===== src/inc/gpio_cfg_pkg.sv =====
// Package for the general purpose pin output configuration bank.
// Assumes a single 20 MHz system clock and an AXI4-Lite register master.
package gpio_cfg_pkg;
  localparam int PIN_COUNT = 15;
  localparam int LOW_BANK_PINS = 9;
  localparam int CFG_WIDTH = 8;
  localparam int ADDR_WIDTH = 12;
  // Printed offsets are register indexes; byte address is four times each
  localparam logic [7:0] REG_INDEX [PIN_COUNT] = '{
    8'h3b, 8'h3c, 8'h3d, 8'h3e, 8'h3f, 8'h40, 8'h41, 8'h42,
    8'h2b, 8'h2c, 8'h2d, 8'h2e, 8'h2f, 8'h30, 8'h31};
  localparam logic [7:0] RESET_HIGH_GROUP = 8'h7c;
  localparam logic [7:0] RESET_LOW_GROUP = 8'h0c;
  localparam int HIGH_GROUP_PINS = 6;
  // Field positions in each configuration byte
  localparam int BIT_SECONDARY = 6;
  localparam int BIT_DIRECTION = 5;
  localparam int BIT_DRIVER = 4;
  localparam int BIT_PULL_EN = 3;
  localparam int BIT_PULL_HI = 2;
  localparam int BIT_PULL_LO = 1;
  localparam int BIT_LEVEL = 0;
  localparam logic [7:0] WRITE_MASK = 8'h7f;
  localparam logic [1:0] RESP_OKAY = 2'h0;
  localparam logic [1:0] RESP_SLVERR = 2'h2;
  typedef enum logic [1:0] {
    PULL_DOWN_STRONG = 2'h0,
    PULL_UNDEFINED = 2'h1,
    PULL_DOWN_WEAK = 2'h2,
    PULL_UP_WEAK = 2'h3
  } pull_code_type;
  typedef struct packed {
    logic reserved;
    logic secondary_role_enable;
    logic direction;
    logic driver_style;
    logic pull_enable;
    pull_code_type pull_strength_select;
    logic level;
  } pin_output_config_type;
  // Pad control bundle per pin
  typedef struct packed {
    logic pull_up_weak;
    logic pull_down_weak;
    logic pull_down_strong;
  } pull_ctrl_type;
endpackage


===== src/core/gpio_output_config_bank.sv =====
// Output-side configuration of fifteen general purpose pins, AXI4-Lite slave.
// Assumes pads resolve pin level from out/oe_n; secondary function drives its own pins.
// Functional notes
// - Fifteen configurable pins, two banks
// - Pins 0-8 low bank, 9-14 high
// - Each pin push-pull, open-drain, or input
// - Reset state: pins 6-14 CMOS input, weak pull-down
// - Byte layout: alt, dir, drv, pull
// - Pins 0-5 reset 0x7C, others 0x0C
// - Direction 1 output; driver 1 push-pull
// - Pull enable bit connects the resistor
// - Pull codes: 00 2k down, 10/11 50k
// - Level 0 drives low; 1 high/release
module gpio_output_config_bank
  import gpio_cfg_pkg::*;
#(
  parameter int PINS = PIN_COUNT
) (
  input wire logic clk,
  input wire logic reset_n,
  input wire logic [ADDR_WIDTH-1:0] s_axi_awaddr,
  input wire logic s_axi_awvalid,
  output logic s_axi_awready,
  input wire logic [31:0] s_axi_wdata,
  input wire logic [3:0] s_axi_wstrb,
  input wire logic s_axi_wvalid,
  output logic s_axi_wready,
  output logic [1:0] s_axi_bresp,
  output logic s_axi_bvalid,
  input wire logic s_axi_bready,
  input wire logic [ADDR_WIDTH-1:0] s_axi_araddr,
  input wire logic s_axi_arvalid,
  output logic s_axi_arready,
  output logic [31:0] s_axi_rdata,
  output logic [1:0] s_axi_rresp,
  output logic s_axi_rvalid,
  input wire logic s_axi_rready,
  input wire logic [PINS-1:0] alt_out,
  input wire logic [PINS-1:0] alt_oe_n,
  input wire logic [PINS-1:0] pin_in,
  output logic [PINS-1:0] pin_out,
  output logic [PINS-1:0] pin_oe_n,
  output logic [PINS-1:0] pin_in_sync,
  output pull_ctrl_type [PINS-1:0] pin_pull,
  output logic [PINS-1:0] pin_high_bank
);
  // Register map, byte address is four times the word index:
  //   pin0_output_config  index 0x3b, byte 0x0ec
  //   pin1_output_config  index 0x3c, byte 0x0f0
  //   pin2_output_config  index 0x3d, byte 0x0f4
  //   pin3_output_config  index 0x3e, byte 0x0f8
  //   pin4_output_config  index 0x3f, byte 0x0fc
  //   pin5_output_config  index 0x40, byte 0x100
  //   pin6_output_config  index 0x41, byte 0x104
  //   pin7_output_config  index 0x42, byte 0x108
  //   pin8_output_config  index 0x2b, byte 0x0ac
  //   pin9_output_config  index 0x2c, byte 0x0b0
  //   pin10_output_config index 0x2d, byte 0x0b4
  //   pin11_output_config index 0x2e, byte 0x0b8
  //   pin12_output_config index 0x2f, byte 0x0bc
  //   pin13_output_config index 0x30, byte 0x0c0
  //   pin14_output_config index 0x31, byte 0x0c4
  // Any other word, or a misaligned byte address, answers with an error
  // and changes nothing; reads of such addresses return zero.

  // Elaboration checks: the decode and the reset groups assume these sizes
  initial begin
    if (PINS != PIN_COUNT) begin
      $error("gpio bank supports exactly fifteen pins");
    end
    if (CFG_WIDTH != 8) begin
      $error("configuration registers must be eight bits wide");
    end
    if (ADDR_WIDTH != 12) begin
      $error("address decode expects a twelve bit byte address");
    end
    if (LOW_BANK_PINS >= PINS || HIGH_GROUP_PINS >= PINS) begin
      $error("bank or reset group split outside the pin range");
    end
  end

  // Reset release through two flops; assert stays asynchronous
  // Release is synchronous so no register leaves reset a cycle apart
  // from its neighbours; the bus must wait two edges after release.
  logic [1:0] rst_sync_q;
  logic rst_n;
  always_ff @(posedge clk or negedge reset_n) begin
    if (!reset_n) rst_sync_q <= 2'h0;
    else rst_sync_q <= {rst_sync_q[0], 1'b1};
  end
  assign rst_n = rst_sync_q[1];

  // Pin input synchroniser; stage one feeds only stage two
  // Pads change with no relation to clk, so nothing else may read the
  // first stage; software sees a level two cycles late at worst.
  logic [PINS-1:0] in_meta_q;
  logic [PINS-1:0] in_sync_q;
  always_ff @(posedge clk or negedge rst_n) begin
    if (!rst_n) begin
      in_meta_q <= '0;
      in_sync_q <= '0;
    end else begin
      in_meta_q <= pin_in;
      in_sync_q <= in_meta_q;
    end
  end
  assign pin_in_sync = in_sync_q;

  // Write channel: address and data latched in either order
  // Each half is held until its partner arrives; the register is updated
  // on the edge that takes the last half, and bvalid rises with it.
  // Both readies stay low while a response waits, which keeps at most
  // one write in flight and needs no queue of responses.
  logic aw_held_q, aw_held_d;
  logic w_held_q, w_held_d;
  logic [ADDR_WIDTH-1:0] waddr_q, waddr_d;
  logic [7:0] wbyte_q, wbyte_d;
  logic wlane_q, wlane_d;
  logic bvalid_q, bvalid_d;
  logic [1:0] bresp_q, bresp_d;
  logic do_write;
  logic wr_hit;
  logic [3:0] wr_idx;
  logic [3:0] rd_idx;
  logic rd_hit;

  // Address decode against the printed indexes
  function automatic logic [4:0] decode(input logic [ADDR_WIDTH-1:0] addr);
    logic [4:0] res;
    res = 5'h1f;
    if (addr[1:0] == 2'h0) begin
      for (int i = 0; i < PIN_COUNT; i++) begin
        if (addr[ADDR_WIDTH-1:2] == {2'h0, REG_INDEX[i]}) res = 5'(i);
      end
    end
    return res;
  endfunction

  assign s_axi_awready = !aw_held_q && !bvalid_q;
  assign s_axi_wready = !w_held_q && !bvalid_q;

  always_comb begin
    aw_held_d = aw_held_q;
    w_held_d = w_held_q;
    waddr_d = waddr_q;
    wbyte_d = wbyte_q;
    wlane_d = wlane_q;
    bvalid_d = bvalid_q;
    bresp_d = bresp_q;
    if (s_axi_awvalid && s_axi_awready) begin
      aw_held_d = 1'b1;
      waddr_d = s_axi_awaddr;
    end
    if (s_axi_wvalid && s_axi_wready) begin
      w_held_d = 1'b1;
      wbyte_d = s_axi_wdata[7:0];
      wlane_d = s_axi_wstrb[0];
    end
    // Both halves present and no answer pending; computed here so the
    // held flags do not loop back through a separate assignment
    do_write = aw_held_d && w_held_d && !bvalid_q;
    if (do_write) begin
      aw_held_d = 1'b0;
      w_held_d = 1'b0;
      bvalid_d = 1'b1;
      bresp_d = (decode(waddr_d) == 5'h1f) ? RESP_SLVERR : RESP_OKAY;
    end else if (bvalid_q && s_axi_bready) begin
      bvalid_d = 1'b0;
    end
  end

  always_ff @(posedge clk or negedge rst_n) begin
    if (!rst_n) begin
      aw_held_q <= 1'b0;
      w_held_q <= 1'b0;
      waddr_q <= '0;
      wbyte_q <= 8'h00;
      wlane_q <= 1'b0;
      bvalid_q <= 1'b0;
      bresp_q <= RESP_OKAY;
    end else begin
      aw_held_q <= aw_held_d;
      w_held_q <= w_held_d;
      waddr_q <= waddr_d;
      wbyte_q <= wbyte_d;
      wlane_q <= wlane_d;
      bvalid_q <= bvalid_d;
      bresp_q <= bresp_d;
    end
  end
  assign s_axi_bvalid = bvalid_q;
  assign s_axi_bresp = bresp_q;

  // Write target; only byte lane 0 carries the 8-bit register
  // A write with lane 0 masked still answers OKAY but leaves the byte
  always_comb begin
    logic [4:0] hit;
    hit = decode(waddr_d);
    wr_hit = do_write && (hit != 5'h1f) && wlane_d;
    wr_idx = hit[3:0];
  end

  // Per-pin configuration registers and pad control
  // Pad controls are decoded straight from the stored byte, so a new
  // setting reaches the pins in the cycle after the write edge.
  // Bit 7 is never stored as one: writes pass through the mask.
  pin_output_config_type cfg_q [PINS];
  pin_output_config_type cfg_d [PINS];
  for (genvar p = 0; p < PINS; p++) begin : g_pin
    localparam logic [7:0] RST_VAL = (p < HIGH_GROUP_PINS) ? RESET_HIGH_GROUP : RESET_LOW_GROUP;
    always_comb begin
      cfg_d[p] = cfg_q[p];
      if (wr_hit && wr_idx == 4'(p)) cfg_d[p] = pin_output_config_type'(wbyte_d & WRITE_MASK);
    end
    always_ff @(posedge clk or negedge rst_n) begin
      if (!rst_n) cfg_q[p] <= pin_output_config_type'(RST_VAL);
      else cfg_q[p] <= cfg_d[p];
    end
    // Output stage: push-pull drives both levels, open-drain only low
    always_comb begin
      if (cfg_q[p].secondary_role_enable) begin
        pin_out[p] = alt_out[p];
        pin_oe_n[p] = alt_oe_n[p];
      end else if (!cfg_q[p].direction) begin
        pin_out[p] = 1'b0;
        pin_oe_n[p] = 1'b1;
      end else if (cfg_q[p].driver_style) begin
        pin_out[p] = cfg_q[p].level;
        pin_oe_n[p] = 1'b0;
      end else begin
        pin_out[p] = 1'b0;
        pin_oe_n[p] = cfg_q[p].level;
      end
    end
    // Undefined pull code 01 connects nothing, the safe choice
    always_comb begin
      pin_pull[p] = '0;
      if (cfg_q[p].pull_enable) begin
        unique case (cfg_q[p].pull_strength_select)
          PULL_DOWN_STRONG: pin_pull[p].pull_down_strong = 1'b1;
          PULL_DOWN_WEAK: pin_pull[p].pull_down_weak = 1'b1;
          PULL_UP_WEAK: pin_pull[p].pull_up_weak = 1'b1;
          PULL_UNDEFINED: pin_pull[p] = '0;
        endcase
      end
    end
    assign pin_high_bank[p] = (p >= LOW_BANK_PINS);
  end

  // Read channel: one-cycle answer, held until rready
  // The address is decoded in the cycle it is offered; rdata is a
  // register so it stays stable however long the master stalls.
  logic rvalid_q, rvalid_d;
  logic [31:0] rdata_q, rdata_d;
  logic [1:0] rresp_q, rresp_d;
  assign s_axi_arready = !rvalid_q;
  always_comb begin
    logic [4:0] hit;
    hit = decode(s_axi_araddr);
    rd_hit = hit != 5'h1f;
    rd_idx = hit[3:0];
    rvalid_d = rvalid_q;
    rdata_d = rdata_q;
    rresp_d = rresp_q;
    if (s_axi_arvalid && s_axi_arready) begin
      rvalid_d = 1'b1;
      rdata_d = rd_hit ? {24'h000000, 8'(cfg_q[rd_idx])} : 32'h00000000;
      rresp_d = rd_hit ? RESP_OKAY : RESP_SLVERR;
    end else if (rvalid_q && s_axi_rready) begin
      rvalid_d = 1'b0;
    end
  end
  always_ff @(posedge clk or negedge rst_n) begin
    if (!rst_n) begin
      rvalid_q <= 1'b0;
      rdata_q <= 32'h00000000;
      rresp_q <= RESP_OKAY;
    end else begin
      rvalid_q <= rvalid_d;
      rdata_q <= rdata_d;
      rresp_q <= rresp_d;
    end
  end
  assign s_axi_rvalid = rvalid_q;
  assign s_axi_rdata = rdata_q;
  assign s_axi_rresp = rresp_q;
endmodule


===== config.mk =====
export PLATFORM = sky130hd
export DESIGN_NAME = gpio_output_config_bank
export DESIGN_NICKNAME = d
export VERILOG_FILES = /design/src/inc/gpio_cfg_pkg.sv /design/src/core/gpio_output_config_bank.sv
export SDC_FILE = /design/constraint.sdc
export NUM_CORES = 1
export LEC_CHECK = 0
export ABC_AREA = 1
export BUFFER_PORTS_ARGS = -buffer_cell sky130_fd_sc_hd__buf_2
export CAP_MARGIN = 20
export CELL_PAD_IN_SITES_DETAIL_PLACEMENT = 0
export CELL_PAD_IN_SITES_GLOBAL_PLACEMENT = 2
export CORE_ASPECT_RATIO = 2
export CORE_MARGIN = 2
export CORE_UTILIZATION = 31
export DETAILED_ROUTE_END_ITERATION = 6
export GPL_TIMING_DRIVEN = 0
export HOLD_SLACK_MARGIN = 0.1
export PLACE_DENSITY = 0.9
export SLEW_MARGIN = 20
export SYNTH_ARGS = -nofsm -noshare
export SYNTH_HDL_FRONTEND = slang
export SYNTH_SLANG_ARGS = --single-unit

===== constraint.sdc =====
create_clock -name clk -period 7.7 [get_ports clk]
set_clock_uncertainty 0.2 [all_clocks]
set_input_delay 1.54 -clock clk [delete_from_list [all_inputs] [get_ports clk]]
set_output_delay 1.54 -clock clk [all_outputs]
set_load 0.01 [all_outputs]

==> results.md, run 1 <==
* CP Class: in -> reg
* Die area at 0.0328 mm²
* PortBufs at 186
* Grt total ovfl at 0
* Slew HR at 29.2%
* Cell variety after synth at 38
* LEAKAGE at 6.17 nW
* Average wire per standard cell at 17.6 µm
* Setup TNS at 0 ns
* Synth async-reset ratio at 100%
* Die H at 254 µm
* Placed instance count at 1997
* Reg2Reg Depth at 17
* Via count at 9594
* Worst Hold Class: reg -> reg
* Hold slack final at 0.150 ns
* Worst hold path stage count at 0
* Clock Tree Buf Depth at 2
* Reg-to-Reg End: cfg_q[60]
* FMAX at 238 MHz
* H-tree depth at 4
* Max cap viols at 0
* Post-CTS setup buffer count at 0
* Final core occ at 38.9%
* Fin. max-slew vios at 0
* Most frequent cells in the layout: nand2_1, nand3_1, buf_2
* Die W at 129 µm
* Hold_sp: in_meta_q[6]
* Post-route DRC at 0
* Post-Syn Area at 0.00970 mm²
* First-pass GRT wire length at 54700 µm
* Worst flop-to-flop path startpoint: s_axi_bvalid
* Clock-pin transition on the worst setup and hold timing paths at 0.07 ns
* Reg2Reg Setup Slack at 4.41 ns
* Fill count at 3338
* Core area at 0.0309 mm²
* Total GRT Usage at 22.4%
* Critical path required time at 7.84 ns
* Starting DRC count in detailed routing at 491
* Pwr Density at 213 mW/mm²
* Primary FF master, synth: dfrtp_1
* Synthesis Warnings at 0
* Tcrit/Tclk final at 54.5%
* Hold Vio Cnt, Final at 0
* Layout Nets at 1711
* Crit-path max FO at 10
* Sink of the worst hold path: pin_in_sync[6]
* Post-layout power at 2.55 mW
* Num CTS Buffers at 17
* GPL Wtd Cong at 0.908
* CTS tree: done
* Fraction of layout cells with a size suffix above 1 at 23.6%
* Post-Syn Instances at 1349
* Largest net degree at the start of global routing at 56
* Worst Path Arrival at 4.33 ns
* Peak supply drop at 0.000157 V
* Syn Area/Cell at 7.19 µm²
* Detailed-route wire length at 35600 µm
* RSZ-0062 raised after global routing: no
* Fin crit period at 4.19 ns
* Clock tree root buffer cell: clkbuf_16
* Vias in the first global route at 9914
* Initial antenna violation count at 0
* Num rows at 91
* DR pass1 iterations at 7
* Finished Layout Cells at 2030
* Initial core utilization at 31.4%
* I/O pin count at 258
* Multi-input gate area at 0.00454 mm²
* Number of diodes at 0
* Post-route ant nets at 0
* Sequential cell area at 0.00432 mm²
* Critical Path Sink Type: flop
* Area Growth Syn to Fin at 23.6%
* Seq/Total Area, Yosys at 44.5%
* Flops & latches, synth at 170
* Final setup violation count at 0
* Vias per inst at 4.73
* Post-synth EDFFs at 0
* Dpl hpwl at 28700 µm
* Measured slew at the worst slew-check pin at 1.06 ns
* Worst skew pair latency at 0.45 ns
* Worst setup SP type: input port
* Most common cell after layout, fill and taps aside: nand2_1
* Clock Sinks at 170
* Outcome: complete, no violations
-- where the power goes --
group / leakage (nW) / switching [mW] / internal, mW
sequential: 2.07 / 0.0294 / 0.962
combinational: 3.81 / 0.498 / 0.164
clock: 0.288 / 0.402 / 0.495
total: 6.17 / 0.930 / 1.62
-- metrics by stage --
stage	setup WS, ns	area (µm²)
2_1_floorplan	2.50	9850
3_3_place_gp	0.370	11300
3_5_place_dp	3.05	11400
4_1_cts	3.51	12000
5_1_grt	3.20	12000
6_report	3.51	12000
-- worst max-delay path by stage --
stage	startpoint	endpoint	slack, ns	cells after the start
finish	s_axi_araddr[9]	s_axi_rdata[3]	3.51	17
global route	s_axi_araddr[9]	s_axi_rdata[3]	3.20	17
CTS	s_axi_araddr[9]	s_axi_rdata[3]	3.51	17
detailed placement	s_axi_araddr[9]	s_axi_rdata[3]	3.05	17
global placement	rst_sync_q[1]	cfg_q[14]	0.37	0
floorplan	rst_sync_q[1]	aw_held_q	2.50	0
-- registers in the layout (all words and copies together), names as in the netlist --
name and count:
rst_sync_q 2, waddr_q 12, s_axi_bvalid 1, aw_held_q 1, s_axi_rdata 7, wbyte_q 7
wlane_q 1, in_meta_q 15, s_axi_rvalid 1, cfg_q 105, s_axi_rresp 1, s_axi_bresp 1
pin_in_sync 15, w_held_q 1
-- synth_stat cells, types with 8 or more instances --
library cell | n | share of area [%]
nand2_1 | 462 | 18
nand3_1 | 288 | 15
dfrtp_1 | 122 | 31
nor2_1 | 100 | 3.9
inv_1 | 95 | 3.7
buf_4 | 52 | 4.0
dfstp_2 | 48 | 13
o21ai_0 | 32 | 1.7
clkbuf_1 | 25 | 0.97
nor3_1 | 20 | 1.0
a21oi_1 | 19 | 0.98
buf_2 | 15 | 0.77
nand2_2 | 10 | 0.65
nor2_2 | 8 | 0.52
-- timing repair --
item / CTS / global route
gates resized for setup: 0 / 0
endpoints found under the hold margin: 13 / 0
hold buffers: 1 / 0
-- cell families after synthesis --
logic type / synth area share [%]
AOI/OAI and AO/OA: 3.12
buffers and inverters: 10.3
DFF: 44.5
muxes: 0.258
other: 0.0774
and+or+nand+nor: 41.7
-- worst max-delay path, stage by stage --
cell and delay, ns:
buf_2 0.09, inv_1 0.06, nand2_1 0.07, nor2_1 0.33, inv_1 0.16, nor2_1 0.11
nand2_1 0.08, inv_1 0.07, nor2_1 0.04, o21ai_0 0.12, clkbuf_1 0.41, clkbuf_1 0.53
nand3_1 0.20, nand3_1 0.13, nand3_1 0.17, nand3_1 0.15, nand2_1 0.05
-- layer usage --
| metal | GRT usage [%] | share of wire (%) |
|---|---|---|
| met5 | 0 | 0 |
| met4 | 12.7 | 5.9 |
| met3 | 4.26 | 4.8 |
| met2 | 43.0 | 56 |
| met1 | 21.8 | 33 |
-- cell type report --
type                       count  area share, %
clock buffer                  19           3.69
clock inverter                13           1.27
inverter                     102           3.19
timing repair buffer         190           8.47
tap                          418           4.36
buffer                        99           5.17
multi-input combinational   1019           37.8
sequential                   170           36.0
No activity file was read; power rests on OpenSTA's default activity.
==> run 2, diff against run 1 <==
--- a/config.mk
+++ b/config.mk
@@ -5,18 +5,18 @@
 export SDC_FILE = /design/constraint.sdc
 export NUM_CORES = 1
 export LEC_CHECK = 0
-export ABC_AREA = 1
+export ABC_AREA = 0
 export BUFFER_PORTS_ARGS = -buffer_cell sky130_fd_sc_hd__buf_2
 export CAP_MARGIN = 20
 export CELL_PAD_IN_SITES_DETAIL_PLACEMENT = 0
 export CELL_PAD_IN_SITES_GLOBAL_PLACEMENT = 2
 export CORE_ASPECT_RATIO = 2
 export CORE_MARGIN = 2
-export CORE_UTILIZATION = 31
+export CORE_UTILIZATION = 33
 export DETAILED_ROUTE_END_ITERATION = 6
 export GPL_TIMING_DRIVEN = 0
 export HOLD_SLACK_MARGIN = 0.1
-export PLACE_DENSITY = 0.9
+export PLACE_DENSITY = 0.86
 export SLEW_MARGIN = 20
 export SYNTH_ARGS = -nofsm -noshare
 export SYNTH_HDL_FRONTEND = slang
==> constraint.sdc (replaced) <==
create_clock -name clk -period 3.93 [get_ports clk]
set_clock_uncertainty 0.2 [all_clocks]
set_input_delay 0.786 -clock clk [delete_from_list [all_inputs] [get_ports clk]]
set_output_delay 0.786 -clock clk [all_outputs]
set_load 0.01 [all_outputs]
==> run 2 against run 1 <==
Compared with the run above: synthesized area decreased by 6.6%; final cell count decreased by 29%; worst setup slack got worse by 3.4 ns; die area decreased by 12%; hold slack got worse by 0.017 ns; sequential cell count unchanged; critical path type unchanged; largest power group unchanged.
==> results.md, run 2 <==
* Multi-input gate area at 0.00439 mm²
* Core area at 0.0270 mm²
* Pwr Density at 439 mW/mm²
* Crit-path max FO at 10
* DR pass1 iterations at 5
* First-pass GRT wire length at 41500 µm
* RSZ-0062 raised after global routing: no
* Layout Nets at 1187
* Post-CTS setup buffer count at 0
* Area Growth Syn to Fin at 25.2%
* Critical Path Sink Type: flop
* Worst Path Arrival at 3.89 ns
* Final setup violation count at 0
* Initial core utilization at 33.5%
* Worst skew pair latency at 0.44 ns
* Initial antenna violation count at 0
* Vias per inst at 4.94
* Post-route DRC at 0
* Max FFs per register at 105
* Die W at 121 µm
* Average wire per standard cell at 19.4 µm
* Final worst slack at 0.142 ns
* Met2 Wirelength at 16400 µm
* Final core occ at 42.0%
* Top post-synthesis cells by area: dfrtp_1, dfstp_2, mux2_2, nand2_1, buf_4
* Post-route ant nets at 0
* Total GRT Usage at 19.5%
* Setup TNS at 0 ns
* Fin crit period at 3.79 ns
* Placed instance count at 1403
* Clock tree root buffer cell: clkbuf_16
* Tcrit/Tclk final at 96.4%
* CTS tree: done
* Fraction of layout cells with a size suffix above 1 at 42.9%
* Die H at 238 µm
* FMAX at 264 MHz
* Starting DRC count in detailed routing at 359
* Via count at 7093
* Die area at 0.0289 mm²
* Peak supply drop at 0.000233 V
* Synth cell count leaders: dfrtp_1, nand2_1, mux2_2
* DR WL met3 at 1010 µm
* Highest Signal Layer: met4
* I/O pin count at 258
* Post-Syn Instances at 824
* Clock Sinks at 170
* Cell variety after synth at 67
* Largest net degree at the start of global routing at 58
* Pre-CTS WS at -0.468 ns
* Most common cell after layout, fill and taps aside: buf_2
* Fill count at 2695
* Fin. max-slew vios at 0
* Top cell type's share of synthesized area at 33.7%
* Dpl hpwl at 22400 µm
* Top cell type by total area after synthesis: dfrtp_1
* Most frequent cells in the layout: buf_2, dfrtp_1, nand2_1
* Worst setup SP type: input port
* Post-synth EDFFs at 0
* Post-Syn Area at 0.00906 mm²
* Primary FF master, synth: dfrtp_1
* Sequential cell area at 0.00432 mm²
* H-tree depth at 4
* Grt total ovfl at 0
* Syn Area/Cell at 11.0 µm²
* GPL Wtd Cong at 0.891
* Clock-pin transition on the worst setup and hold timing paths at 0.07 ns
* LEAKAGE at 5.48 nW
* Outcome: complete, no violations
* Measured slew at the worst slew-check pin at 0.840 ns
* Num CTS Buffers at 17
* Seq/Total Area, Yosys at 47.6%
* Num rows at 85
* Vias in the first global route at 7149
* Post-Route M1 WL at 9380 µm
* Flops & latches, synth at 170
* Synth async-reset ratio at 100%
* Slew HR at 43.4%
* Number of diodes at 0
* Hold slack final at 0.133 ns
* Synthesis Warnings at 0
* Max cap viols at 0
* Biggest register: cfg_q
* Post-layout power at 4.98 mW
* Clock Tree Buf Depth at 2
* Finished Layout Cells at 1436
* Count leader, synth: dfrtp_1
* Finished layout cell area at 0.0113 mm²
* PortBufs at 187
* Worst Hold Class: reg -> async
* Hold Vio Cnt, Final at 0
* Critical path required time at 4.03 ns
* Detailed-route wire length at 27800 µm
* CP Class: in -> reg
* Placed inst area at 0.0107 mm²
-- run 2: cell count changes after synthesis, moves of 20 or more --
cell / previous run / this run
o21ai_0: 32 / 52
nor2_1: 100 / 29
mux2_2: 0 / 107
nand2_1: 462 / 109
nor3b_1: 0 / 24
nand3_1: 288 / 39
inv_1: 95 / 25
-- run 2: area by class of cell --
cell class	count	share of cell area, %
Sequential cell	170	38.1
Tap cell	348	3.84
Buffer	68	3.84
Clock inverter	15	1.81
Multi-Input combinational cell	601	38.7
Clock buffer	17	3.75
Timing Repair Buffer	192	9.16
Inverter	25	0.828
-- run 2: final timing paths --
kind                                   to  cells after the start  slack [ns]       startpoint
setup / recovery           s_axi_rdata[3]                      9        0.14  s_axi_araddr[6]
hold / removal             pin_in_sync[7]                      1        0.13    rst_sync_q[1]
setup reg to reg                 cfg_q[9]                     10        0.43     s_axi_bvalid
hold reg to reg            pin_in_sync[7]                      1        0.13    rst_sync_q[1]
max in group asynchronous       cfg_q[82]                      3        2.45    rst_sync_q[1]
min in group clk           pin_in_sync[9]                      0        0.15     in_meta_q[9]
-- run 2: cell families (layout without fill, tap and decap cells) --
group | count (synthesis) | after routing | synth area share, %
flops | 170 | 170 | 47.6
mux | 163 | 163 | 21.6
simple gates | 288 | 288 | 17.3
buf+inv | 94 | 317 | 5.88
compound gates | 106 | 106 | 7.46
xor+xnor | 1 | 1 | 0.0967
other cells | 2 | 43 | 0.0829
-- run 2: routing by layer --
layer  track usage [%]  vias to the layer above
met5                 0                        -
met4              9.23                        0
met1              19.0                     3453
met3              2.99                       47
li1                  -                     3386
met2              38.9                      207
-- run 2: critical path, stage by stage --
cell and delay (ns):
buf_2 0.15, or4b_2 0.67, nor3_1 0.38, o311a_1 0.28, clkbuf_1 0.63, mux2i_1 0.32, nor2_1 0.08, a221oi_1 0.45
nand4_1 0.14
-- run 2: where the power goes --
group | switching, mW | internal [mW] | leakage [nW]
sequential | 0.140 | 1.92 | 2.07
combinational | 0.722 | 0.378 | 3.11
clock | 0.784 | 1.03 | 0.304
total | 1.65 | 3.33 | 5.48
-- run 2: repair_timing --
item                                    CTS  global route
resized for setup                         0             1
hold buffers                              2             0
endpoints found under the setup margin    0            20
endpoints found under the hold margin    12             0
